## src/shared/iosl_pkg.sv

```systemverilog
// Constants and state type for the sampling and line-passing block.
package iosl_pkg;
   localparam int CLK_NS = 25;
   localparam int MS_NS = 1000000;
   localparam int MS_CYC = (MS_NS + CLK_NS - 1) / CLK_NS;
   localparam int PWM_PERIOD_US = 64;
   localparam int PWM_CYC = PWM_PERIOD_US * 1000 / CLK_NS;
   localparam logic [6:0] TICKS_100MS = 7'h64;
   localparam logic [21:0] DUTY_FULL = 22'h0003FF;
   localparam logic [15:0] IVL_MIN = 16'h0032;
   localparam logic [7:0] HOLD_FOREVER = 8'hFF;
   localparam logic [7:0] SPP_MIN = 8'h01;
   localparam logic [63:0] ADDR_OFF = 64'hFFFF_FFFF_FFFF_FFFF;
   localparam logic [63:0] ADDR_ANY = 64'h0000_0000_0000_FFFF;

   localparam logic [4:0] ID_PULL_DIR = 5'h00;
   localparam logic [4:0] ID_PULL_EN = 5'h01;
   localparam logic [4:0] ID_FWD_EN = 5'h02;
   localparam logic [4:0] ID_SPP = 5'h03;
   localparam logic [4:0] ID_OUT_LVL = 5'h04;
   localparam logic [4:0] ID_CHG_MASK = 5'h05;
   localparam logic [4:0] ID_INTERVAL = 5'h06;
   localparam logic [4:0] ID_RSSI_HOLD = 5'h07;
   localparam logic [4:0] ID_BOUND_ADDR = 5'h08;
   localparam logic [4:0] ID_LINE_HOLD0 = 5'h09;
   localparam logic [4:0] ID_LINE_HOLD7 = 5'h10;
   localparam logic [4:0] ID_PWM_HOLD = 5'h11;

   localparam logic [7:0] PULL_DIR_RST = 8'hFF;
   localparam logic [7:0] PULL_EN_RST = 8'hFF;
   localparam logic FWD_EN_RST = 1'b1;
   localparam logic [7:0] SPP_RST = 8'h01;
   localparam logic [15:0] CHG_MASK_RST = 16'h0000;
   localparam logic [15:0] INTERVAL_RST = 16'h0000;
   localparam logic [7:0] RSSI_HOLD_RST = 8'h28;
   localparam logic [7:0] LINE_HOLD_RST = 8'hFF;
   localparam logic [7:0] PWM_HOLD_RST = 8'hFF;

   localparam logic [1:0] FM_TRANSPARENT = 2'h0;
   localparam logic [1:0] PCFG_RSSI = 2'h1;
   localparam logic [1:0] PCFG_PWM = 2'h2;
   localparam logic [1:0] HK_OK = 2'h0;
   localparam logic [1:0] HK_SAMPLE = 2'h1;

   localparam logic [7:0] ASC_CR = 8'h0D;
   localparam logic [7:0] ASC_0 = 8'h30;
   localparam logic [7:0] ASC_A = 8'h41;
   localparam logic [2:0] FLD_COUNT = 3'h0;
   localparam logic [2:0] FLD_ADC0 = 3'h3;
   localparam logic [2:0] FLD_END = 3'h7;
   localparam int ADC_W = 10;

   // Pad order: line 0..4, line 6, sleep request, serial input.
   localparam int PULL_SRC [8] = '{4, 3, 2, 1, 0, 5, 6, 7};

   typedef enum logic [1:0] {ST_IDLE, ST_CHG, ST_TXT, ST_OK} iosl_st_t;
endpackage : iosl_pkg

```

## src/rtl/iosl_top.sv

```systemverilog
// Sampling, sample forwarding and line-passing logic of the radio module.
// How it works
// - Pull direction bits use the same line mapping as pull enables; all ones.
// - With forwarding on, every received sample packet goes out as a frame.
// - Samples per packet 1..0xFF, clamped to payload capacity, read back.
// - Transparent forced sample returns ASCII hex lines ended by CR.
// - Framed forced sample answers OK first, then a sample frame.
// - Output level writes change only lines set up as outputs.
// - Masked digital line changes send a packet with digital data only.
// - Queued samples are sent before the change packet.
// - Nonzero interval in ms, minimum 0x32, samples enabled lines periodically.
// - RSSI output duty follows each packet and stops when its timer ends.
// - RSSI hold value 0xFF keeps that output on forever.
// - Bound address all 0xFF turns line passing off.
// - Bound address 0xFFFF accepts any sample packet for the outputs.
// - Passed line values hold for the line timeout, then revert; 0 holds.
// - Passed duty values hold for the PWM timeout, then revert; 0 holds.
// - Remote analog channel 0 samples set the modulated duty when bound.
// - Modulated period 64 us, 10-bit duty, 0x3FF is full on.
// - Pull mask bits map to lines 4,3,2,1,0,6, sleep and serial input.
`timescale 1ns/1ps
module iosl_top #(
   parameter int MS_CYCLES = iosl_pkg::MS_CYC
) (
   input wire logic clk_i,
   input wire logic reset_i,
   input wire logic cfg_we_i,
   input wire logic cfg_re_i,
   input wire logic [4:0] cfg_id_i,
   input wire logic [63:0] cfg_wdata_i,
   output logic [63:0] cfg_rdata_o,
   output logic cfg_rvalid_o,
   input wire logic [7:0] max_spp_i,
   input wire logic [1:0] frame_mode_select_i,
   input wire logic [15:0] chan_enable_i,
   input wire logic [7:0] out_dir_i,
   input wire logic [1:0] first_modulated_config_i,
   input wire logic [1:0] second_modulated_config_i,
   input wire logic [9:0] first_duty_setting_i,
   input wire logic [9:0] second_duty_setting_i,
   input wire logic [7:0] dio_i,
   input wire logic [39:0] adc_i,
   input wire logic force_sample_command_i,
   input wire logic rx_valid_i,
   input wire logic [63:0] rx_src_i,
   input wire logic [7:0] rx_dmask_i,
   input wire logic [7:0] rx_dio_i,
   input wire logic rx_adc0_valid_i,
   input wire logic [9:0] rx_adc0_i,
   input wire logic [9:0] rx_rssi_i,
   input wire logic host_ready_i,
   output logic [7:0] host_byte_o,
   output logic host_valid_o,
   output logic host_frame_o,
   output logic [1:0] host_kind_o,
   output logic fwd_frame_o,
   output logic sample_take_o,
   output logic tx_send_o,
   output logic [7:0] tx_count_o,
   output logic tx_dio_only_o,
   output logic [7:0] tx_dio_o,
   output logic [7:0] dio_out_o,
   output logic [7:0] dio_oe_o,
   output logic first_modulated_output_o,
   output logic second_modulated_output_o,
   output logic [7:0] pull_en_o,
   output logic [7:0] pull_up_o
);
   typedef struct packed {
      iosl_pkg::iosl_st_t st;
      logic [7:0] s1, s2, s3, dst, dref;
      logic [15:0] ms;
      logic [6:0] hund;
      logic [15:0] ivc;
      logic [7:0] qcnt;
      logic [7:0] pdir, pena, spp, lvl, rsh, pwmh;
      logic fwd_en;
      logic [15:0] chgm, ival;
      logic [63:0] baddr;
      logic [7:0][7:0] tmo, tcnt;
      logic [7:0] pass, held;
      logic [9:0] duty0, duty1, rsd;
      logic h0, h1, rson;
      logic [7:0] c0, c1, rsc;
      logic [11:0] ph;
      logic [2:0] fld, dig;
      logic [15:0] smask;
      logic [7:0] sdio;
      logic [39:0] sadc;
      logic [7:0] byt;
      logic bv, hf, fwd, smp, tx, txd;
      logic [1:0] hk;
      logic [7:0] txc, txdio, dout, doe, pen, pup;
      logic pw0, pw1;
      logic [63:0] rd;
      logic rv;
   } iosl_state_t;

   iosl_state_t q, n;
   logic tick, t100, acc, chg, per, tsel;
   logic [2:0] tix, nd, nf;
   logic [15:0] v16;
   logic [3:0] nib;
   logic [9:0] e0, e1;
   logic [7:0] w8;
   logic [15:0] w16;

   // Next field of the text answer after f; disabled fields are skipped.
   function automatic logic [2:0] iosl_next(input logic [2:0] f,
                                            input logic [15:0] m);
      logic [2:0] r;
      r = iosl_pkg::FLD_END;
      for (int k = 6; k >= 1; k--) begin
         if (k > int'(f)) begin
            if (k == 1 || (k == 2 && |m[7:0]) || (k > 2 && m[k + 5])) begin
               r = 3'(k);
            end
         end
      end
      return r;
   endfunction : iosl_next

   always_comb begin
      n = q;
      w8 = cfg_wdata_i[7:0];
      w16 = cfg_wdata_i[15:0];
      tsel = (cfg_id_i >= iosl_pkg::ID_LINE_HOLD0) &&
             (cfg_id_i <= iosl_pkg::ID_LINE_HOLD7);
      tix = 3'(cfg_id_i - iosl_pkg::ID_LINE_HOLD0);
      tick = (q.ms == 16'(MS_CYCLES - 1));
      t100 = tick && (q.hund == iosl_pkg::TICKS_100MS - 7'h01);
      acc = rx_valid_i && (q.baddr != iosl_pkg::ADDR_OFF) &&
            ((q.baddr == iosl_pkg::ADDR_ANY) || (q.baddr == rx_src_i));
      chg = |((q.dst ^ q.dref) & q.chgm[7:0]);
      per = tick && (q.ival != '0) && (|chan_enable_i) &&
            (q.ivc + 16'h0001 >= q.ival);
      nd = (q.fld == iosl_pkg::FLD_COUNT) ? 3'h2 :
           (q.fld == iosl_pkg::FLD_END) ? 3'h0 : 3'h4;
      nf = iosl_next(q.fld, q.smask);
      unique case (q.fld)
         3'h0: v16 = {8'h00, iosl_pkg::SPP_MIN};
         3'h1: v16 = q.smask;
         3'h2: v16 = {8'h00, q.sdio};
         default: v16 = {6'h00, q.sadc[iosl_pkg::ADC_W *
                         (q.fld - iosl_pkg::FLD_ADC0) +: iosl_pkg::ADC_W]};
      endcase
      nib = 4'(v16 >> {(nd - q.dig - 3'h1), 2'b00});
      n.smp = 1'b0;
      n.tx = 1'b0;
      n.hf = 1'b0;
      n.rv = 1'b0;
      n.fwd = rx_valid_i && q.fwd_en;
      // Three flops; a change counts only once the last two agree.
      n.s1 = dio_i;
      n.s2 = q.s1;
      n.s3 = q.s2;
      n.dst = (q.dst & (q.s2 ^ q.s3)) | (q.s3 & ~(q.s2 ^ q.s3));
      // Unmonitored lines track the pins, so enabling one later sees no edge.
      n.dref = (q.dref & q.chgm[7:0]) | (q.dst & ~q.chgm[7:0]);
      n.ms = tick ? '0 : q.ms + 16'h0001;
      if (tick) begin
         n.hund = t100 ? '0 : q.hund + 7'h01;
      end
      if (q.ival == '0 || chan_enable_i == '0) begin
         n.ivc = '0;
      end else if (tick) begin
         n.ivc = per ? '0 : q.ivc + 16'h0001;
      end

      if (cfg_we_i) begin
         case (cfg_id_i)
            iosl_pkg::ID_PULL_DIR: n.pdir = w8;
            iosl_pkg::ID_PULL_EN: n.pena = w8;
            iosl_pkg::ID_FWD_EN: n.fwd_en = w8[0];
            iosl_pkg::ID_SPP: n.spp = (w8 < iosl_pkg::SPP_MIN) ?
               iosl_pkg::SPP_MIN : (w8 > max_spp_i) ? max_spp_i : w8;
            iosl_pkg::ID_OUT_LVL: n.lvl = (q.lvl & ~out_dir_i) |
                                          (w8 & out_dir_i);
            iosl_pkg::ID_CHG_MASK: n.chgm = w16;
            iosl_pkg::ID_INTERVAL: n.ival = (w16 != '0 &&
               w16 < iosl_pkg::IVL_MIN) ? iosl_pkg::IVL_MIN : w16;
            iosl_pkg::ID_RSSI_HOLD: n.rsh = w8;
            iosl_pkg::ID_BOUND_ADDR: n.baddr = cfg_wdata_i;
            iosl_pkg::ID_PWM_HOLD: n.pwmh = w8;
            default: begin
               if (tsel) begin
                  n.tmo[tix] = w8;
               end
            end
         endcase
      end
      if (cfg_re_i) begin
         n.rv = 1'b1;
         n.rd = '0;
         case (cfg_id_i)
            iosl_pkg::ID_PULL_DIR: n.rd[7:0] = q.pdir;
            iosl_pkg::ID_PULL_EN: n.rd[7:0] = q.pena;
            iosl_pkg::ID_FWD_EN: n.rd[0] = q.fwd_en;
            iosl_pkg::ID_SPP: n.rd[7:0] = q.spp;
            iosl_pkg::ID_CHG_MASK: n.rd[15:0] = q.chgm;
            iosl_pkg::ID_INTERVAL: n.rd[15:0] = q.ival;
            iosl_pkg::ID_RSSI_HOLD: n.rd[7:0] = q.rsh;
            iosl_pkg::ID_BOUND_ADDR: n.rd = q.baddr;
            iosl_pkg::ID_PWM_HOLD: n.rd[7:0] = q.pwmh;
            default: begin
               if (tsel) begin
                  n.rd[7:0] = q.tmo[tix];
               end
            end
         endcase
      end

      if (host_ready_i) begin
         n.bv = 1'b0;
      end
      unique case (q.st)
         iosl_pkg::ST_IDLE: begin
            if (chg) begin
               n.dref = q.dst;
               n.txdio = q.dst;
               n.tx = 1'b1;
               if (q.qcnt != '0) begin
                  n.txc = q.qcnt;
                  n.txd = 1'b0;
                  n.qcnt = '0;
                  n.st = iosl_pkg::ST_CHG;
               end else begin
                  n.txc = iosl_pkg::SPP_MIN;
                  n.txd = 1'b1;
               end
            end else if (force_sample_command_i) begin
               n.smask = chan_enable_i;
               n.sdio = q.dst;
               n.sadc = adc_i;
               if (frame_mode_select_i == iosl_pkg::FM_TRANSPARENT) begin
                  n.st = iosl_pkg::ST_TXT;
                  n.fld = iosl_pkg::FLD_COUNT;
                  n.dig = '0;
               end else begin
                  n.hf = 1'b1;
                  n.hk = iosl_pkg::HK_OK;
                  n.st = iosl_pkg::ST_OK;
               end
            end else if (per) begin
               n.smp = 1'b1;
               n.txdio = q.dst;
               if (q.qcnt + 8'h01 >= q.spp) begin
                  n.tx = 1'b1;
                  n.txc = q.qcnt + 8'h01;
                  n.txd = 1'b0;
                  n.qcnt = '0;
               end else begin
                  n.qcnt = q.qcnt + 8'h01;
               end
            end
         end
         iosl_pkg::ST_CHG: begin
            n.tx = 1'b1;
            n.txc = iosl_pkg::SPP_MIN;
            n.txd = 1'b1;
            n.st = iosl_pkg::ST_IDLE;
         end
         iosl_pkg::ST_OK: begin
            n.hf = 1'b1;
            n.hk = iosl_pkg::HK_SAMPLE;
            n.st = iosl_pkg::ST_IDLE;
         end
         iosl_pkg::ST_TXT: begin
            if (!q.bv || host_ready_i) begin
               n.bv = 1'b1;
               if (q.dig < nd) begin
                  n.byt = (nib < 4'hA) ? iosl_pkg::ASC_0 + {4'h0, nib} :
                          iosl_pkg::ASC_A + {4'h0, nib - 4'hA};
                  n.dig = q.dig + 3'h1;
               end else begin
                  n.byt = iosl_pkg::ASC_CR;
                  n.dig = '0;
                  n.fld = nf;
                  if (q.fld == iosl_pkg::FLD_END) begin
                     n.st = iosl_pkg::ST_IDLE;
                  end
               end
            end
         end
      endcase

      for (int i = 0; i < 8; i++) begin
         if (acc && rx_dmask_i[i] && out_dir_i[i]) begin
            n.pass[i] = rx_dio_i[i];
            n.held[i] = 1'b1;
            n.tcnt[i] = q.tmo[i];
         end else if (t100 && q.held[i] && q.tmo[i] != '0) begin
            if (q.tcnt[i] <= 8'h01) begin
               n.held[i] = 1'b0;
            end else begin
               n.tcnt[i] = q.tcnt[i] - 8'h01;
            end
         end
         if (!out_dir_i[i]) begin
            n.held[i] = 1'b0;
         end
         n.pen[i] = q.pena[iosl_pkg::PULL_SRC[i]];
         n.pup[i] = q.pdir[iosl_pkg::PULL_SRC[i]];
      end
      n.dout = ((q.held & q.pass) | (~q.held & q.lvl)) & out_dir_i;
      n.doe = out_dir_i;

      if (acc && rx_adc0_valid_i &&
          first_modulated_config_i == iosl_pkg::PCFG_PWM) begin
         n.duty0 = rx_adc0_i;
         n.h0 = 1'b1;
         n.c0 = q.pwmh;
      end else if (t100 && q.h0 && q.pwmh != '0) begin
         if (q.c0 <= 8'h01) begin
            n.h0 = 1'b0;
         end else begin
            n.c0 = q.c0 - 8'h01;
         end
      end
      if (first_modulated_config_i != iosl_pkg::PCFG_PWM) begin
         n.h0 = 1'b0;
      end
      if (acc && rx_adc0_valid_i &&
          second_modulated_config_i == iosl_pkg::PCFG_PWM) begin
         n.duty1 = rx_adc0_i;
         n.h1 = 1'b1;
         n.c1 = q.pwmh;
      end else if (t100 && q.h1 && q.pwmh != '0) begin
         if (q.c1 <= 8'h01) begin
            n.h1 = 1'b0;
         end else begin
            n.c1 = q.c1 - 8'h01;
         end
      end
      if (second_modulated_config_i != iosl_pkg::PCFG_PWM) begin
         n.h1 = 1'b0;
      end
      if (rx_valid_i && first_modulated_config_i == iosl_pkg::PCFG_RSSI) begin
         n.rsd = rx_rssi_i;
         n.rson = 1'b1;
         n.rsc = q.rsh;
      end else if (t100 && q.rson && q.rsh != iosl_pkg::HOLD_FOREVER) begin
         if (q.rsc <= 8'h01) begin
            n.rson = 1'b0;
         end else begin
            n.rsc = q.rsc - 8'h01;
         end
      end

      e0 = '0;
      if (first_modulated_config_i == iosl_pkg::PCFG_RSSI && q.rson) begin
         e0 = q.rsd;
      end
      if (first_modulated_config_i == iosl_pkg::PCFG_PWM) begin
         e0 = q.h0 ? q.duty0 : first_duty_setting_i;
      end
      e1 = (second_modulated_config_i != iosl_pkg::PCFG_PWM) ? '0 :
           q.h1 ? q.duty1 : second_duty_setting_i;
      // Comparing scaled values avoids a fractional step per duty count.
      n.ph = (q.ph == 12'(iosl_pkg::PWM_CYC - 1)) ? '0 : q.ph + 12'h001;
      n.pw0 = ({10'h000, q.ph} * iosl_pkg::DUTY_FULL) <
              ({12'h000, e0} * 22'(iosl_pkg::PWM_CYC));
      n.pw1 = ({10'h000, q.ph} * iosl_pkg::DUTY_FULL) <
              ({12'h000, e1} * 22'(iosl_pkg::PWM_CYC));

      if (reset_i) begin
         n = '0;
         n.st = iosl_pkg::ST_IDLE;
         n.pdir = iosl_pkg::PULL_DIR_RST;
         n.pena = iosl_pkg::PULL_EN_RST;
         n.fwd_en = iosl_pkg::FWD_EN_RST;
         n.spp = iosl_pkg::SPP_RST;
         n.chgm = iosl_pkg::CHG_MASK_RST;
         n.ival = iosl_pkg::INTERVAL_RST;
         n.rsh = iosl_pkg::RSSI_HOLD_RST;
         n.baddr = iosl_pkg::ADDR_OFF;
         n.pwmh = iosl_pkg::PWM_HOLD_RST;
         n.pen = iosl_pkg::PULL_EN_RST;
         n.pup = iosl_pkg::PULL_DIR_RST;
         for (int i = 0; i < 8; i++) begin
            n.tmo[i] = iosl_pkg::LINE_HOLD_RST;
         end
      end
   end

   always_ff @(posedge clk_i) begin
      q <= n;
   end

   assign cfg_rdata_o = q.rd;
   assign cfg_rvalid_o = q.rv;
   assign host_byte_o = q.byt;
   assign host_valid_o = q.bv;
   assign host_frame_o = q.hf;
   assign host_kind_o = q.hk;
   assign fwd_frame_o = q.fwd;
   assign sample_take_o = q.smp;
   assign tx_send_o = q.tx;
   assign tx_count_o = q.txc;
   assign tx_dio_only_o = q.txd;
   assign tx_dio_o = q.txdio;
   assign dio_out_o = q.dout;
   assign dio_oe_o = q.doe;
   assign first_modulated_output_o = q.pw0;
   assign second_modulated_output_o = q.pw1;
   assign pull_en_o = q.pen;
   assign pull_up_o = q.pup;
endmodule : iosl_top

```

## config.mk

```make
export PLATFORM = sky130hd
export DESIGN_NAME = iosl_top
export DESIGN_NICKNAME = d
export VERILOG_FILES = /design/src/shared/iosl_pkg.sv /design/src/rtl/iosl_top.sv
export SDC_FILE = /design/constraint.sdc
export NUM_CORES = 2
export LEC_CHECK = 0
export BUFFER_PORTS_ARGS = -buffer_cell sky130_fd_sc_hd__buf_2
export CORE_MARGIN = 1.5
export CORE_UTILIZATION = 30
export CTS_CLUSTER_SIZE = 40
export DETAILED_ROUTE_END_ITERATION = 7
export PLACE_DENSITY = 0.46
export SKIP_LAST_GASP = 1
export SLEW_MARGIN = 40
export SYNTH_ARGS = -nofsm -noshare
export SYNTH_HDL_FRONTEND = slang
export SYNTH_SLANG_ARGS = --single-unit
```

## constraint.sdc

```tcl
create_clock -name clk_i -period 15.9 [get_ports clk_i]
set_clock_uncertainty 0.05 [all_clocks]
set_input_delay 0 -clock clk_i [delete_from_list [all_inputs] [get_ports clk_i]]
set_output_delay 0 -clock clk_i [all_outputs]
set_load 0.02 [all_outputs]
```

== Yosys cells after proc, flatten, opt, wreduce, memory -nomap -nowiden ==
Cells that the tools add are included.
Word-level totals
  output and inout port bits: 131
  word-level logic and storage cells: 538
  register bits: 648
Operators by class
  equal/unequal tests: 52
  bitwise logic cells: 31
  multiply operators: 4
  reduce and logical (&&, ||, !) cells: 162
  $lt $le $gt $ge: 30
  muxes and demuxes: 148
  add/sub/neg operators: 24
  shift-type cells: 2
Operator list (number)
  8-bit 2-to-1 mux: 49
  70-bit 2-to-1 mux: 2
  8-bit by 1-bit <= comparator with 1-bit output, second input constant: 11
  8-bit by 1-bit subtractor with 8-bit output, second input constant: 11
  8-bit AND: 10
  16-bit 2-to-1 mux: 5
  8-bit nonzero test: 10
  2-bit AND reduction: 33
  64-bit bitwise mux: 1
  64-bit by 16-bit == test with 1-bit output, second input constant: 1
  64-bit == test: 1
  64-bit inequality test, second input constant: 1
  7-bit case mux with 9 select lines: 1
  1-bit logical AND: 53
  2-bit nonzero test: 26
  10-bit 2-to-1 mux: 5
  48-bit 2-to-1 mux: 1
  16-bit case mux with 3 select lines: 1
  3-bit 2-to-1 mux: 15
  22-bit < comparator: 2
  1-bit 2-to-1 mux: 43
  2-bit inequality test, second input constant: 20
  40-bit by 33-bit indexed part select with 10-bit output: 1
  16-bit by 1-bit adder with 16-bit output, second input constant: 2
  other kinds (76): 148

== Longest topological paths before layout ==
  depth after elaboration: 14
  gate-level depth with buffers: 28

== Least setup slack after synthesis ==
OpenSTA, ideal clock, no wires.
  path type: reg-to-reg
  from: register q[206] (netlist name)
  to: register q, in the netlist second_modulated_output_o
  library setup time: 0.078 ns
  slack: 9.862 ns
  data arrival time: 5.910 ns
  stages on the path, launching flop included: 27
  cell sequence: dfxtp_1 -> inv_1 -> fa_1 -> inv_1 -> fa_1 -> inv_1 -> fa_1 -> inv_1 -> fa_1 -> inv_1 -> fa_1 -> inv_1 -> ha_1 -> o21ai_0 -> nand2b_1 -> a21oi_1 -> nor2_1 -> a21oi_1 -> xnor2_1 -> ha_1 -> inv_1 -> o21ai_0 -> o311ai_0 -> a21oi_1 -> a2111oi_0 -> a2111oi_0 -> nor3_1
On the way
  word-level cells in the longest chain between the ends: 2
RTL lines
  from (decl): RTL line iosl_top.sv:99  | iosl_state_t q, n;
  from (signal assigned): RTL line iosl_top.sv:387  | q <= n;
  12-bit by 10-bit multiplier with 22-bit output: RTL line iosl_top.sv:363  | n.pw1 = ({10'h000, q.ph} * iosl_pkg::DUTY_FULL) <
  22-bit < comparator: RTL line iosl_top.sv:363
Every way passes these cells.
A chain may end at the register's enable or synchronous reset.

== Final worst setup path ==
  from: register q[206] (netlist name)
  to: register q, in the netlist first_modulated_output_o
On the way
  word-level cells in the longest chain between the ends: 2
RTL lines
  12-bit by 10-bit multiplier with 22-bit output: RTL line iosl_top.sv:361  | n.pw0 = ({10'h000, q.ph} * iosl_pkg::DUTY_FULL) <
  22-bit < comparator: RTL line iosl_top.sv:361
Every way passes these cells.

==> metrics.cfg <==
[floorplan]
io_pins = 414
die_w_um = 351
fp.dieH_um = 351
initial_core_util = 0.303
coreArea_sq_um = 120000
die_area_sq_um = 123000
rows = 127

[setup_path]
cp-end-kind = register
max_stage_delay_ns = 0.69
start_kind = register
critPathTopFamily = adder cells
crit_buf_inv = 6
cp_common_cell = inv_1
path_class = reg -> reg
path_max_fanout = 6
arrival_ns = 7.35
worstPathRequired_ns = 16.45
crit_path_top_delay_cell = fa_1

[timing]
grt_setup_unrepaired = no
final-max-slew-violation-count = 0
timing.fmax_mhz = 147
hold_viol = 0
setup-tns-final_ns = 0
slew_headroom = 0.448
tightest_slew_ns = 0.828
fin_crit_sh = 0.428
setup_viol = 0
period_needed_ns = 6.80

[synthesis]
ys_seq_area_frac = 0.356
synth.avg_cell_area_sq_um = 8.44
synthArstFlopShare = 0
synth.area.top_cells = dfxtp_1 (36%), nand2_1 (7.2%), ha_1 (6.9%), mux2i_1 (6.1%), xnor2_1 (4.4%)
synth_largest_area_cell = dfxtp_1
synthMostInstantiatedCell = nand2_1
ys_top_cells_by_count = nand2_1 (700), dfxtp_1 (646), nor2_1 (327)
synth_edf_count = 0
synth_top_area_share = 0.356
ys_types = 92
synthCells = 4304
ys.warnings.count = 0
synth_ff_type = dfxtp_1
ys_ff_latch = 646
syn_area_sq_um = 36300

[final_layout]
regArea_sq_um = 12900
multiInputGateArea_sq_um = 20800
fill_cells = 12392
fin_cells = 6468
syn_to_final_growth_pct = 23.2
drive_gt1_frac = 0.144
final_nets = 5320

[flow_run]
max-cap-violations = 0

[cts]
root_buffer = clkbuf_16
clk_latency_ns = 0.67
cts.clk_slew.worst_paths_ns = 0.06
post_cts_buffers = 0
cts_tree = yes
ctsResizeCount = 0
cts_hold_buf = 299
cts_sinks = 646
cts_buffers = 80
htree_levels = 3
clock_path_buffers = 3

[detailed_routing]
vias = 31691
via_per_inst = 4.90
drc = 0
wirelength_um = 124000
dr.first_iter.drc_count = 2017
drtAntennaViolNets = 0
firstDrtPassIters = 6
wl_per_cell_um = 19.2

[pwr]
ir_drop_mv = 0.0820
p_comb_frac = 0.141
p_leak_nw = 18.7
swShare = 0.277
seqPwrFrac = 0.402
clkPwrFrac = 0.458
p_sw_w = 0.00119
internal_power_w = 0.00312
p_per_area_nw_per_um2 = 96.4

[global_routing]
grt_pass1_wl_um = 189000
antenna_found_initial = 24
grt_pass1_vias = 30652
grt.total_usage = 0.197
grt-ovfl-total = 0
grt_max_degree = 80

[placement]
io_buffers = 411
dp_cells = 6006
dp_hpwl_um = 89200
gp_congestion = 0.859

[status]
status = finished clean

[worst_hold_path]
hold_path.class = in -> reg

[registers in the layout, summed over array words and instances, names as in the netlist, 7 cells and up, named ones only]
name	cells
tx_count_o	8
tx_dio_o	8
host_byte_o	7
pull_up_o	8
dio_oe_o	8
cfg_rdata_o	64
dio_out_o	8
q	501
pull_en_o	8
[metal layers]
| layer | up-vias | track usage | share of wire |
|---|---|---|---|
| li1 | 15733 | - | - |
| met1 | 15037 | 0.262 | 0.45 |
| met2 | 726 | 0.322 | 0.47 |
| met3 | 169 | 0.0408 | 0.055 |
| met4 | 26 | 0.0536 | 0.022 |
| met5 | - | 0 | 0.0013 |
[cell families after synthesis]
family / synth area share
and+or+nand+nor: 0.216
DFF: 0.356
AOI/OAI and AO/OA: 0.109
buffers and inverters: 0.0745
muxes: 0.0853
adders and majority gates: 0.102
xor gates and xnor gates: 0.0567
other: 0.000103
[power by group through the flow]
stage               sequential (W)  clock (W)  combinational [W]
floorplan                  0.00174          0           0.000372
global placement           0.00177          0           0.000539
detailed placement         0.00177          0           0.000540
CTS                        0.00173    0.00203           0.000609
global route               0.00174    0.00209           0.000671
finish                     0.00173    0.00197           0.000606
[worst paths after layout]
check | from | to | slack, ns | cells past startpoint
setup / recovery | q[206] | first_modulated_output_o | 9.10 | 26
hold / removal | cfg_wdata_i[61] | q[475] | 0.05 | 4
setup reg to reg | q[206] | first_modulated_output_o | 9.10 | 26
hold reg to reg | q[645] | q[637] | 0.38 | 1
[tightest hold or removal path, delay by kind of cell]
kind / cells / cell delay (ns)
buffers and inverters: 2 / 0.62
AND/OR/NAND/NOR: 2 / 0.10
[through the flow]
stage                     hold slack [ns]   util  total power, W  instance area [sq um]  setup WS, ns
after detailed placement            0.164  0.324         0.00231                  38900          9.14
after global routing               0.0304  0.373         0.00450                  44700          8.55
after floorplan                    0.0741      -         0.00211                  36300          9.86
after CTS                        0.000441  0.373         0.00437                  44700          9.16
final                              0.0481  0.373         0.00431                  44800          9.10
after global placement              0.162  0.324         0.00231                  38800          9.04
[cell type report]
class	instances	area share
Antenna cell	15	0.000839
Clock buffer	118	0.0524
Clock inverter	28	0.0109
Sequential cell	646	0.289
Inverter	221	0.0186
Tap cell	1612	0.0451
Timing Repair Buffer	745	0.119
Multi-Input combinational cell	3083	0.464
[layout by cell type (no fill, tap or decap), drive strengths merged, types with 16 or more instances in the layout]
cell type	instances
mux2	17
nand3	266
a22oi	35
nor2	342
nand4	64
dlygate4sd3	300
buf	445
fa	61
or2	19
nand2	703
or3	17
nand2b	19
a221oi	20
mux4	30
dfxtp	646
inv	225
and3	24
xnor2	182
xor2	53
nor3	53
nor2b	42
o21ai	77
a21o	25
a211oi	52
o211ai	16
ha	199
a21oi	270
clkbuf	118
o22ai	18
nor4	80
mux2i	221
Power figures use the tool's default switching activity.
